<file path="config.mk">
export PLATFORM = sky130hd
export DESIGN_NAME = smfm_core
export DESIGN_NICKNAME = d
export VERILOG_FILES = /design/src/include/smfm_pkg.sv /design/src/hw/smfm_core.sv
export SDC_FILE = /design/constraint.sdc
export NUM_CORES = 1
export LEC_CHECK = 0
export BUFFER_PORTS_ARGS = -buffer_cell sky130_fd_sc_hd__buf_2
export CORE_MARGIN = 2
export CORE_UTILIZATION = 50
export CTS_CLUSTER_SIZE = 14
export DETAILED_ROUTE_END_ITERATION = 7
export PLACE_DENSITY = 0.76
export SETUP_SLACK_MARGIN = 0.15
export SLEW_MARGIN = 40
export SYNTH_ARGS = -nofsm -noshare
export SYNTH_HDL_FRONTEND = slang
export SYNTH_SLANG_ARGS = --single-unit
</file>
<file path="constraint.sdc">
create_clock -name clk -period 4.1 [get_ports clk]
set_input_delay 0.82 -clock clk [delete_from_list [all_inputs] [get_ports clk]]
set_output_delay 0.82 -clock clk [all_outputs]
set_load 0.03 [all_outputs]
</file>
<file path="src/include/smfm_pkg.sv">
`default_nettype none
package smfm_pkg;
    // Clock rate and derived timing counts
    localparam int CLK_HZ = 50_000_000;
    localparam int STEP_TIME_US = 200;
    localparam int STEP_CYCLES = STEP_TIME_US * (CLK_HZ / 1_000_000);
    localparam int MON_PERIOD_US = 1800;
    localparam int MON_CYCLES = MON_PERIOD_US * (CLK_HZ / 1_000_000);
    // Glitch filter times in microseconds: 0, 15, 40, 120
    localparam int GLITCH_US_1 = 15;
    localparam int GLITCH_US_2 = 40;
    localparam int GLITCH_US_3 = 120;
    localparam int GLITCH_CYC_1 = GLITCH_US_1 * (CLK_HZ / 1_000_000);
    localparam int GLITCH_CYC_2 = GLITCH_US_2 * (CLK_HZ / 1_000_000);
    localparam int GLITCH_CYC_3 = GLITCH_US_3 * (CLK_HZ / 1_000_000);
    // Margin pin delay in tenths of a millisecond: 2.5, 5, 10, 17.5 ms
    localparam int PIN_DLY_TENTH_MS_0 = 25;
    localparam int PIN_DLY_TENTH_MS_1 = 50;
    localparam int PIN_DLY_TENTH_MS_2 = 100;
    localparam int PIN_DLY_TENTH_MS_3 = 175;
    localparam int CYC_PER_TENTH_MS = CLK_HZ / 10_000;
    localparam int PIN_DLY_CYC_0 = PIN_DLY_TENTH_MS_0 * CYC_PER_TENTH_MS;
    localparam int PIN_DLY_CYC_1 = PIN_DLY_TENTH_MS_1 * CYC_PER_TENTH_MS;
    localparam int PIN_DLY_CYC_2 = PIN_DLY_TENTH_MS_2 * CYC_PER_TENTH_MS;
    localparam int PIN_DLY_CYC_3 = PIN_DLY_TENTH_MS_3 * CYC_PER_TENTH_MS;
    // Trim code width: 256 steps
    localparam int TRIM_W = 8;
    localparam int ADC_W = 10;
    localparam logic [1:0] CMD_NOMINAL = 2'h0;
    localparam logic [1:0] CMD_HIGH = 2'h1;
    localparam logic [1:0] CMD_LOW = 2'h2;
    localparam logic [1:0] CMD_OFF = 2'h3;
    localparam logic [TRIM_W-1:0] TRIM_RESET = 8'h00;

    typedef enum logic [1:0] {
        SMFM_M_OFF,
        SMFM_M_NOM,
        SMFM_M_HIGH,
        SMFM_M_LOW
    } smfm_mode_t;

    typedef struct packed {
        logic vref_high;
        logic [1:0] glitch_sel;
        logic [1:0] pin_delay_sel;
        logic [1:0] over_voltage_mode;
        logic fault_off_margin;
        logic ready_active_high;
        logic latch_on_ready;
    } smfm_cfg_t;

    typedef struct packed {
        logic [1:0] live_fault;
        logic [1:0] latched_fault;
        logic margin_done;
        logic margining;
        logic holdoff_enable;
    } smfm_stat_t;
endpackage
`default_nettype wire

</file>
<file path="src/hw/smfm_core.sv">
`timescale 1ns/1ps
`default_nettype none
module smfm_core (
    input wire logic clk,
    input wire logic sys_rst,
    input wire smfm_pkg::smfm_cfg_t cfg,
    input wire logic [smfm_pkg::ADC_W-1:0] set_high,
    input wire logic [smfm_pkg::ADC_W-1:0] set_low,
    input wire logic [smfm_pkg::ADC_W-1:0] set_nominal,
    input wire logic [1:0] cmd,
    input wire logic cmd_strobe,
    input wire logic latch_clear,
    input wire logic margin_raise_pin,
    input wire logic margin_lower_pin,
    input wire logic [smfm_pkg::ADC_W-1:0] supply_sense_input,
    input wire logic [smfm_pkg::ADC_W-1:0] trim_sample,
    input wire logic monitor_input_one,
    input wire logic monitor_input_two,
    input wire logic ready_in,
    output logic [smfm_pkg::TRIM_W-1:0] trim_code,
    output logic trim_oe_n,
    output logic vref_sel_high,
    output logic fault_out,
    output logic fault_oe_n,
    output logic ready_out,
    output logic ready_oe_n,
    output smfm_pkg::smfm_stat_t status
);
    import smfm_pkg::*;

    // Pins come from outside the clock domain: two flops each
    logic [4:0] pin_s1_ff;
    logic [4:0] pin_s2_ff;
    always_ff @(posedge clk) begin
        pin_s1_ff <= {ready_in, monitor_input_two, monitor_input_one,
                      margin_lower_pin, margin_raise_pin};
        pin_s2_ff <= pin_s1_ff;
    end
    wire raise_s = pin_s2_ff[0];
    wire lower_s = pin_s2_ff[1];
    wire [1:0] comp_s = pin_s2_ff[3:2];
    wire ready_line_s = pin_s2_ff[4];

    function automatic logic [23:0] pin_delay(input logic [1:0] sel);
        unique case (sel)
            2'h0: pin_delay = 24'(PIN_DLY_CYC_0);
            2'h1: pin_delay = 24'(PIN_DLY_CYC_1);
            2'h2: pin_delay = 24'(PIN_DLY_CYC_2);
            2'h3: pin_delay = 24'(PIN_DLY_CYC_3);
        endcase
    endfunction

    function automatic logic [12:0] glitch_len(input logic [1:0] sel);
        unique case (sel)
            2'h0: glitch_len = 13'h0000;
            2'h1: glitch_len = 13'(GLITCH_CYC_1);
            2'h2: glitch_len = 13'(GLITCH_CYC_2);
            2'h3: glitch_len = 13'(GLITCH_CYC_3);
        endcase
    endfunction

    // Glitch filter: a new level must stand for the chosen time
    logic [1:0] comp_f_ff;
    logic [12:0] gl_cnt_ff [2];
    wire [12:0] gl_lim = glitch_len(cfg.glitch_sel);
    // One process for both channels, so each register has a single driver
    always_ff @(posedge clk) begin
        for (int i = 0; i < 2; i++) begin
            if (sys_rst || comp_s[i] == comp_f_ff[i]) begin
                gl_cnt_ff[i] <= 13'h0000;
            end else begin
                gl_cnt_ff[i] <= gl_cnt_ff[i] + 13'h0001;
            end
            if (sys_rst) begin
                comp_f_ff[i] <= 1'b0;
            end else if (comp_s[i] != comp_f_ff[i] && gl_cnt_ff[i] >= gl_lim) begin
                comp_f_ff[i] <= comp_s[i];
            end
        end
    end

    // Comparator high means input above reference
    wire [1:0] live_fault = comp_f_ff ^ ~cfg.over_voltage_mode;

    // Margin control
    typedef enum logic [2:0] {ST_IDLE, ST_SAMPLE, ST_STEP, ST_HOLD} smfm_st_t;
    smfm_st_t st_ff, nxt_st;
    smfm_mode_t mode_ff, nxt_mode;
    logic [ADC_W-1:0] target_ff;
    logic [TRIM_W-1:0] code_ff;
    logic [23:0] tick_ff;
    logic [23:0] pin_cnt_ff;
    logic pin_src_ff;
    logic done_ff;

    wire pin_req = raise_s ^ lower_s;
    wire pin_due = pin_req && pin_cnt_ff >= pin_delay(cfg.pin_delay_sel);
    wire pin_go = pin_due && !pin_src_ff;
    wire pin_drop = pin_src_ff && !pin_req;
    wire step_tick = tick_ff >= 24'(STEP_CYCLES - 1);
    wire at_target = supply_sense_input == target_ff;
    wire [1:0] dec_cmd = cmd;
    wire cmd_go = cmd_strobe && dec_cmd != CMD_OFF;
    wire cmd_off = cmd_strobe && dec_cmd == CMD_OFF;

    always_comb begin
        nxt_st = st_ff;
        nxt_mode = mode_ff;
        if (cmd_off || pin_drop) begin
            nxt_st = ST_IDLE;
            nxt_mode = SMFM_M_OFF;
        end else if (cmd_go || pin_go) begin
            nxt_st = ST_SAMPLE;
            if (cmd_go) begin
                nxt_mode = dec_cmd == CMD_HIGH ? SMFM_M_HIGH :
                           dec_cmd == CMD_LOW ? SMFM_M_LOW : SMFM_M_NOM;
            end else begin
                nxt_mode = raise_s ? SMFM_M_HIGH : SMFM_M_LOW;
            end
        end else begin
            unique case (st_ff)
                ST_IDLE: nxt_st = ST_IDLE;
                ST_SAMPLE: nxt_st = ST_STEP;
                ST_STEP: nxt_st = (step_tick && at_target) ? ST_HOLD : ST_STEP;
                ST_HOLD: nxt_st = ST_HOLD;
                default: nxt_st = ST_IDLE;
            endcase
        end
    end

    wire [ADC_W-1:0] nxt_target = nxt_mode == SMFM_M_HIGH ? set_high :
                                  nxt_mode == SMFM_M_LOW ? set_low : set_nominal;

    always_ff @(posedge clk) begin
        if (sys_rst) begin
            st_ff <= ST_IDLE;
            mode_ff <= SMFM_M_OFF;
            target_ff <= '0;
            code_ff <= TRIM_RESET;
            tick_ff <= '0;
            pin_cnt_ff <= '0;
            pin_src_ff <= 1'b0;
            done_ff <= 1'b0;
        end else begin
            st_ff <= nxt_st;
            mode_ff <= nxt_mode;
            pin_cnt_ff <= pin_req ? (pin_due ? pin_cnt_ff : pin_cnt_ff + 24'h00_0001) : '0;
            if (pin_go) begin
                pin_src_ff <= 1'b1;
            end else if (cmd_strobe || !pin_req) begin
                pin_src_ff <= 1'b0;
            end
            if (nxt_st == ST_SAMPLE) begin
                target_ff <= nxt_target;
                // Start from the converter's own operating point
                code_ff <= trim_sample[ADC_W-1 -: TRIM_W];
                tick_ff <= '0;
                done_ff <= 1'b0;
            end else begin
                tick_ff <= step_tick ? '0 : tick_ff + 24'h00_0001;
                if (st_ff == ST_STEP && step_tick && !at_target) begin
                    // Saturate rather than wrap at the ends of the range
                    if (target_ff > supply_sense_input && code_ff != '1) begin
                        code_ff <= code_ff + 8'h01;
                    end else if (target_ff < supply_sense_input && code_ff != '0) begin
                        code_ff <= code_ff - 8'h01;
                    end
                end
                done_ff <= nxt_st == ST_HOLD;
            end
        end
    end

    wire margining = st_ff != ST_IDLE;
    wire hi_lo = mode_ff == SMFM_M_HIGH || mode_ff == SMFM_M_LOW;
    wire fault_now = |live_fault && !(cfg.fault_off_margin && hi_lo);
    wire ready_now = done_ff;

    // Latched status: leading edge of fault, or, when latch_on_ready is set, ready line pulled low instead (only with ready_active_high set)
    logic fault_d_ff;
    logic ready_d_ff;
    logic [1:0] latch_ff;
    wire ready_fall = cfg.ready_active_high && ready_d_ff && !ready_line_s;
    wire fault_rise = fault_now && !fault_d_ff;
    wire latch_ev = cfg.latch_on_ready ? ready_fall : fault_rise;

    always_ff @(posedge clk) begin
        if (sys_rst) begin
            fault_d_ff <= 1'b0;
            ready_d_ff <= 1'b0;
            latch_ff <= 2'h0;
            trim_code <= TRIM_RESET;
            trim_oe_n <= 1'b1;
            vref_sel_high <= 1'b0;
            fault_out <= 1'b0;
            fault_oe_n <= 1'b1;
            ready_out <= 1'b0;
            ready_oe_n <= 1'b1;
            status <= '0;
        end else begin
            fault_d_ff <= fault_now;
            ready_d_ff <= ready_line_s;
            // Capture wins over a clear in the same cycle
            if (latch_ev) begin
                latch_ff <= live_fault;
            end else if (latch_clear) begin
                latch_ff <= 2'h0;
            end
            trim_code <= code_ff;
            trim_oe_n <= !margining;
            vref_sel_high <= cfg.vref_high;
            fault_out <= 1'b0;
            fault_oe_n <= !fault_now;
            // Open drain ready: drive low when the pin level should be low
            ready_out <= 1'b0;
            ready_oe_n <= cfg.ready_active_high ? ready_now : !ready_now;
            status.live_fault <= live_fault;
            status.latched_fault <= latch_ev ? live_fault : latch_ff;
            status.margin_done <= done_ff;
            status.margining <= margining;
            status.holdoff_enable <= mode_ff == SMFM_M_NOM;
        end
    end
endmodule // smfm_core
`default_nettype wire

</file>
==> run metrics, run 1 <==
status=completed; via/cell ratio=5.23; DRC Markers=0; Synth Area in XOR/XNOR=0.0812; root buffer cell=clkbuf_16; Yosys reg bits=133; max incr delay on CP=0.33 ns; die height=118 um; WP data arrival=4.07 ns; CTS Buffer Depth=2; slowest CP cell=or3_1; top post-synthesis cells by area=dfxtp_1, ha_1, nor2_1, xnor2_1, xor2_1; fin nets=946; most frequent cell after synthesis=dfxtp_1; Area growth, synth to finish=20.6%; ant diodes=0; Max Cap Violations=0; Total GRT Usage=0.203; Initial DRC Count=225; worst vdd ir=0.303 mV; main combinational cell family by area after synthesis=simple AND/OR/NAND/NOR gates; Worst Clk Skew=0.00631 ns; Commonest cells post-synth=dfxtp_1, nor2_1, ha_1; CP top delay family=compound AO/OA/AOI/OAI gates; largest net degree at the start of global routing=38; antenna violations before repair=0; Yosys top cell by area=dfxtp_1; most used cell, CP=ha_1; Worst-Skew Late Latency=0.42 ns; Antenna Violating Nets Remaining=0; Static Leakage=0.00352 uW; Worst EP required=4.42 ns; H-tree depth=4; Die W=118 um; Simple-Gate Fraction of Synth Area=0.191; Post-Synth Adder-Cell Area=0.133; part of the Yosys area used for sequential elements=0.412; Tot Pwr=3200 uW; first-pass GRT wire length=23200 um; Final setup viols=0; row cnt=41; RD Place Congestion=0.835; PwrDens=410 nW/um2; Syn Std Cell Area=6470 um2; final setup TNS=0 ns; Fmax achieved=267 MHz; Core ar.=12600 um2; CTS Hold Bufs=0; post-synthesis mux area share=0.0126; CTS tree=done; asr flop ratio synth=0; CP Max Fanout=3; placed wire-length estimate=10100 um; WS Path Type=input port to flop; Detailed Route WL=13600 um; clk sinks=133; synth warn=0; Max Slew Vio Count=0; Post-CTS Setup Bufs=0; die area=13900 um2; Rel. slew slack=0.488; fin crit share=0.914; Layout Utilization=0.618; number of flops mapped to enable cells by yosys=0; placed cell areas=7220 um2; Min-Delay Path Class=flop to flop; grt ovf=0; Clk pin slew, worst setup/hold paths=0.06 ns; Top FF cell, synth=dfxtp_1; drt wl/cell=13.8 um; Worst Tran Pin Value=0.768 ns; reg-to-reg slack, setup=0.55 ns; Worst setup EP type=flop; Startpoint Class=input port; layout cells sized above 1=0.181; CTS buffer count=17; Initial Utilization=0.513; Avg Inst Size Synth=9.36 um2; vias in the first global route=5269; vias=5182; first drt pass iteration count=6; final instance area=7800 um2; CP bufs+invs=2; Yosys cell types=63; PortBufs=87; I/O pin count=92; synthesized instance count=691; Final Hold Vio Count=0; worst-path cell chain=buf_2 > inv_1 > ha_1 > nand4_1 > nor2_1 > a311o_1 > o21ba_2 > or2_2 > ha_1 > a21o_1 > a21oi_1 > o21ai_0 > o41ai_1 > xor2_1 > or3_1 > a311oi_1; CTS resizes=0; Synth top area share=0.412; unrepaired setup endpoints after global routing=no; min Tclk post-route=3.75 ns; compound-cell area share of the yosys netlist=0.133
## routing by layer
metal	routed length (um)	vias to the layer above	GRT usage
met5	0	-	0
met4	210	0	0.0730
met3	544	19	0.0577
met2	6660	100	0.348
met1	6230	2432	0.243
li1	-	2631	-
## flip-flops by register name (all words and copies together) (netlist names), 2 cells and up
register,cells
st_ff,2
comp_f_ff,2
tick_ff,24
gl_cnt_ff,26
pin_s1_ff,5
trim_code,8
latch_ff,2
target_ff,10
pin_s2_ff,5
code_ff,8
mode_ff,2
pin_cnt_ff,24
status,7
## kinds of logic (layout without fill, tap and decap cells)
kind of cell,after synthesis,count (layout)
compound gates,112,112
xor+xnor,60,60
fa+ha+maj,68,68
buf+inv,61,178
flops,133,133
mux,8,8
other cells,1,12
simple gates,248,248
## final cells by class
| class | count | area (um2) |
|---|---|---|
| Sequential cell | 133 | 2660 |
| Inverter | 45 | 169 |
| Tap cell | 172 | 215 |
| Multi-Input combinational cell | 508 | 3600 |
| Fill cell | 1026 | 4820 |
| Clock buffer | 19 | 453 |
| Timing Repair Buffer | 102 | 571 |
| Clock inverter | 12 | 131 |
## final timing paths
path / start / to / cells past startpoint
worst min register to register: pin_s1_ff[1] / pin_s2_ff[1] / 0
worst max register to register: target_ff[5] / code_ff[7] / 14
worst min-delay path: pin_s1_ff[1] / pin_s2_ff[1] / 0
worst max-delay path: supply_sense_input[3] / code_ff[7] / 16
## power by group
group / internal, uW / switching (uW)
combinational: 156 / 185
sequential: 1340 / 28.3
clock: 922 / 568
total: 2420 / 781
## cell usage in the layout, fill, tap and decap left out, drive strengths merged, types with 19 or more instances in the layout
master,count
dfxtp,133
buf,102
nor2,97
ha,67
inv,45
nand2,36
xnor2,31
xor2,29
nand3,21
a21oi,21
clkbuf,19
## through the flow
step	setup WS, ns	hold slack, ns	cells
3_5_place_dp	-0.0608	0.312	960
6_report	0.353	0.324	991
5_1_grt	0.198	0.340	991
2_1_floorplan	0.233	0.310	702
4_1_cts	0.363	0.325	991
3_3_place_gp	0.0884	0.313	959
Power figures use the tool's default switching activity.
==> run 2, diff against run 1 <==
- CELL_PAD_IN_SITES_DETAIL_PLACEMENT: not set -> 2
- CELL_PAD_IN_SITES_GLOBAL_PLACEMENT: not set -> 2
- CORE_UTILIZATION: 50 -> 36
- PLACE_DENSITY: 0.76 -> 0.85
==> run metrics, run 2 (synthesis gave the netlist of run 1 again) <==
Area growth, synth to finish=23.8% (was 20.6%); max reg flops=26 (unchanged); Initial Utilization=0.364 (was 0.513); PortBufs=87 (unchanged); fin nets=951 (was 946); placed cells=1021 (was 960); Final setup viols=0 (unchanged); Total GRT Usage=0.239 (was 0.203); CTS Hold Bufs=0 (unchanged); CP top delay family=compound AO/OA/AOI/OAI gates (unchanged); total internal power=2580 uW (was 2420 uW); CP bufs+invs=2 (unchanged); die area=19100 um2 (was 13900 um2); CTS buffer count=17 (unchanged); antenna violations before repair=0 (unchanged); max incr delay on CP=0.34 ns (was 0.33 ns); Worst Tran Pin Value=0.760 ns (was 0.768 ns); Combinational Power Share=0.117 (was 0.107); Static Leakage=0.00357 uW (was 0.00352 uW); fin crit share=0.952 (was 0.914); Min-Delay Path Class=flop to flop (unchanged); Rel. slew slack=0.490 (was 0.488); DRC Markers=0 (unchanged); largest register by flop count=gl_cnt_ff (unchanged); first drt pass iteration count=4 (was 6); die height=138 um (was 118 um); Worst EP required=4.43 ns (was 4.42 ns); min Tclk post-route=3.90 ns (was 3.75 ns); Worst setup EP type=flop (unchanged); Detailed Route WL=22400 um (was 13600 um); reg-to-reg slack, setup=0.40 ns (was 0.55 ns); Fmax achieved=256 MHz (was 267 MHz); CTS Buffer Depth=2 (unchanged); CP Max Fanout=4 (was 3); RD Place Congestion=0.789 (was 0.835); commonest non-fill, non-tap cells in the layout=dfxtp_1, nor2_1, buf_2, ha_1, inv_1 (unchanged); Worst Slack Setup Final=0.197 ns (was 0.353 ns); vias in the first global route=6591 (was 5269); Final Hold Vio Count=0 (unchanged); Antenna Violating Nets Remaining=0 (unchanged); vias=5543 (was 5182); clk sinks=133 (unchanged); PwrDens=433 nW/um2 (was 410 nW/um2); post-route insts no fill=1054 (was 991); slowest CP cell=or3_1 (unchanged); drt wl/cell=21.2 um (was 13.8 um); switching pwr=893 uW (was 781 uW); Worst Clk Skew=0.00722 ns (was 0.00631 ns); grt ovf=0 (unchanged); status=completed (unchanged); H-tree depth=4 (unchanged); worst-path cell chain=buf_2 > inv_1 > ha_1 > nand4_1 > nor2_2 > a311o_1 > o21ba_2 > or2_2 > ha_1 > a21o_1 > a21oi_2 > o21ai_1 > o41ai_2 > xor2_1 > or3_1 > a311oi_2 (was buf_2 > inv_1 > ha_1 > nand4_1 > nor2_1 > a311o_1 > o21ba_2 > or2_2 > ha_1 > a21o_1 > a21oi_1 > o21ai_0 > o41ai_1 > xor2_1 > or3_1 > a311oi_1); worst vdd ir=0.334 mV (was 0.303 mV); commonest non-fill, non-tap cell in the layout=dfxtp_1 (unchanged); WS Path Type=input port to flop (unchanged); Core ar.=17800 um2 (was 12600 um2); Initial DRC Count=147 (was 225); Hold Path Stages=0 (unchanged); Seq pwr share=0.396 (was 0.427); Clk pin slew, worst setup/hold paths=0.06 ns (about the same); Startpoint Class=input port (unchanged); layout cells sized above 1=0.195 (was 0.181); R2R depth=14 (unchanged); Layout Utilization=0.450 (was 0.618); Tot Pwr=3470 uW (was 3200 uW); largest net degree at the start of global routing=38 (unchanged); ant diodes=0 (unchanged); unrepaired setup endpoints after global routing=yes (was no); I/O pin count=92 (unchanged); hold path endpoint=pin_s2_ff[2] (was pin_s2_ff[1]); Worst R2R End=code_ff[7] (unchanged); root buffer cell=clkbuf_16 (unchanged); Clk network pwr share=0.487 (was 0.466); first-pass GRT wire length=36000 um (was 23200 um); via/cell ratio=5.26 (was 5.23); Place WS=-0.248 ns (was -0.0608 ns); CTS tree=done (unchanged); biggest regs=gl_cnt_ff: 26 flops, pin_cnt_ff: 24 flops, tick_ff: 24 flops (unchanged); Die W=138 um (was 118 um); row cnt=49 (was 41); most used cell, CP=ha_1 (unchanged); Max Cap Violations=0 (unchanged); Max Slew Vio Count=0 (unchanged); switching share of power=0.258 (was 0.244); WP data arrival=4.23 ns (was 4.07 ns); HP Start=pin_s1_ff[2] (was pin_s1_ff[1]); placed wire-length estimate=14400 um (was 10100 um); Worst-Skew Late Latency=0.43 ns (was 0.42 ns); reg2reg start=target_ff[5] (unchanged)
## run 2: cell count changes in the layout (fill, tap and decap cells not counted), moves of 2 or more
| cell | before | now |
|---|---|---|
| buf_4 | 12 | 17 |
| a21oi_1 | 21 | 19 |
| clkinv_4 | 5 | 3 |
| a21oi_2 | 0 | 2 |
| bufinv_16 | 2 | 4 |
## run 2: cell type report
type	instances	area, um2
multi-input cells	508	3640
well taps	229	287
clock inverters	12	176
flip-flops and latches	133	2660
repair buffers	107	608
clock buffers	20	467
inverters	45	169
fillers	1921	9770
## run 2: worst register-to-register path, delay by kind of cell, from the launching register on
| kind | cells | cell delay (ns) |
|---|---|---|
| AO/OA/AOI/OAI | 7 | 1.46 |
| XOR/XNOR | 1 | 0.14 |
| adder cells (fa/ha/maj) | 2 | 0.62 |
| flip-flops | 1 | 0.32 |
| AND/OR/NAND/NOR | 4 | 1.07 |
## run 2: per-layer routing
layer	part of all wire	GRT usage	routed length (um)	up-vias
met5	0	0	0	-
met4	0.028	0.0902	621	0
met3	0.025	0.0409	561	47
met2	0.55	0.460	12200	115
met1	0.40	0.260	8970	2740
li1	-	-	-	2641
## run 2: worst max path at each step
stage	start	cells after the start	to
after global routing	supply_sense_input[5]	16	code_ff[7]
final	supply_sense_input[5]	16	code_ff[7]
after floorplan	supply_sense_input[7]	15	code_ff[7]
after CTS	supply_sense_input[4]	17	code_ff[6]
after detailed placement	supply_sense_input[7]	16	code_ff[7]
after global placement	supply_sense_input[3]	16	code_ff[7]
## run 2: what timing repair did
item | in CTS | in global routing
pin swaps | 3 | 2
gates cloned | 0 | 0
resized for setup | 5 | 3
buffers inserted | 1 | 0
endpoints found under the setup margin | 2 | 13
## run 2: power by group through the flow
| stage | clock [uW] | sequential (uW) | combinational (uW) |
|---|---|---|---|
| floorplan | 0 | 1410 | 215 |
| global placement | 0 | 1390 | 337 |
| detailed placement | 0 | 1400 | 371 |
| CTS | 1720 | 1370 | 402 |
| global route | 1770 | 1380 | 442 |
| finish | 1690 | 1370 | 406 |
## run 2: per-stage QoR
| stage | instance area (um2) | TNS [ns] | hold WS, ns |
|---|---|---|---|
| finish | 8010 | 0 | 0.332 |
| global route | 8010 | 0 | 0.346 |
| CTS | 7990 | 0 | 0.337 |
| detailed placement | 7320 | -1.02 | 0.327 |
| global placement | 7320 | -0.0329 | 0.314 |
| floorplan | 6510 | 0 | 0.310 |
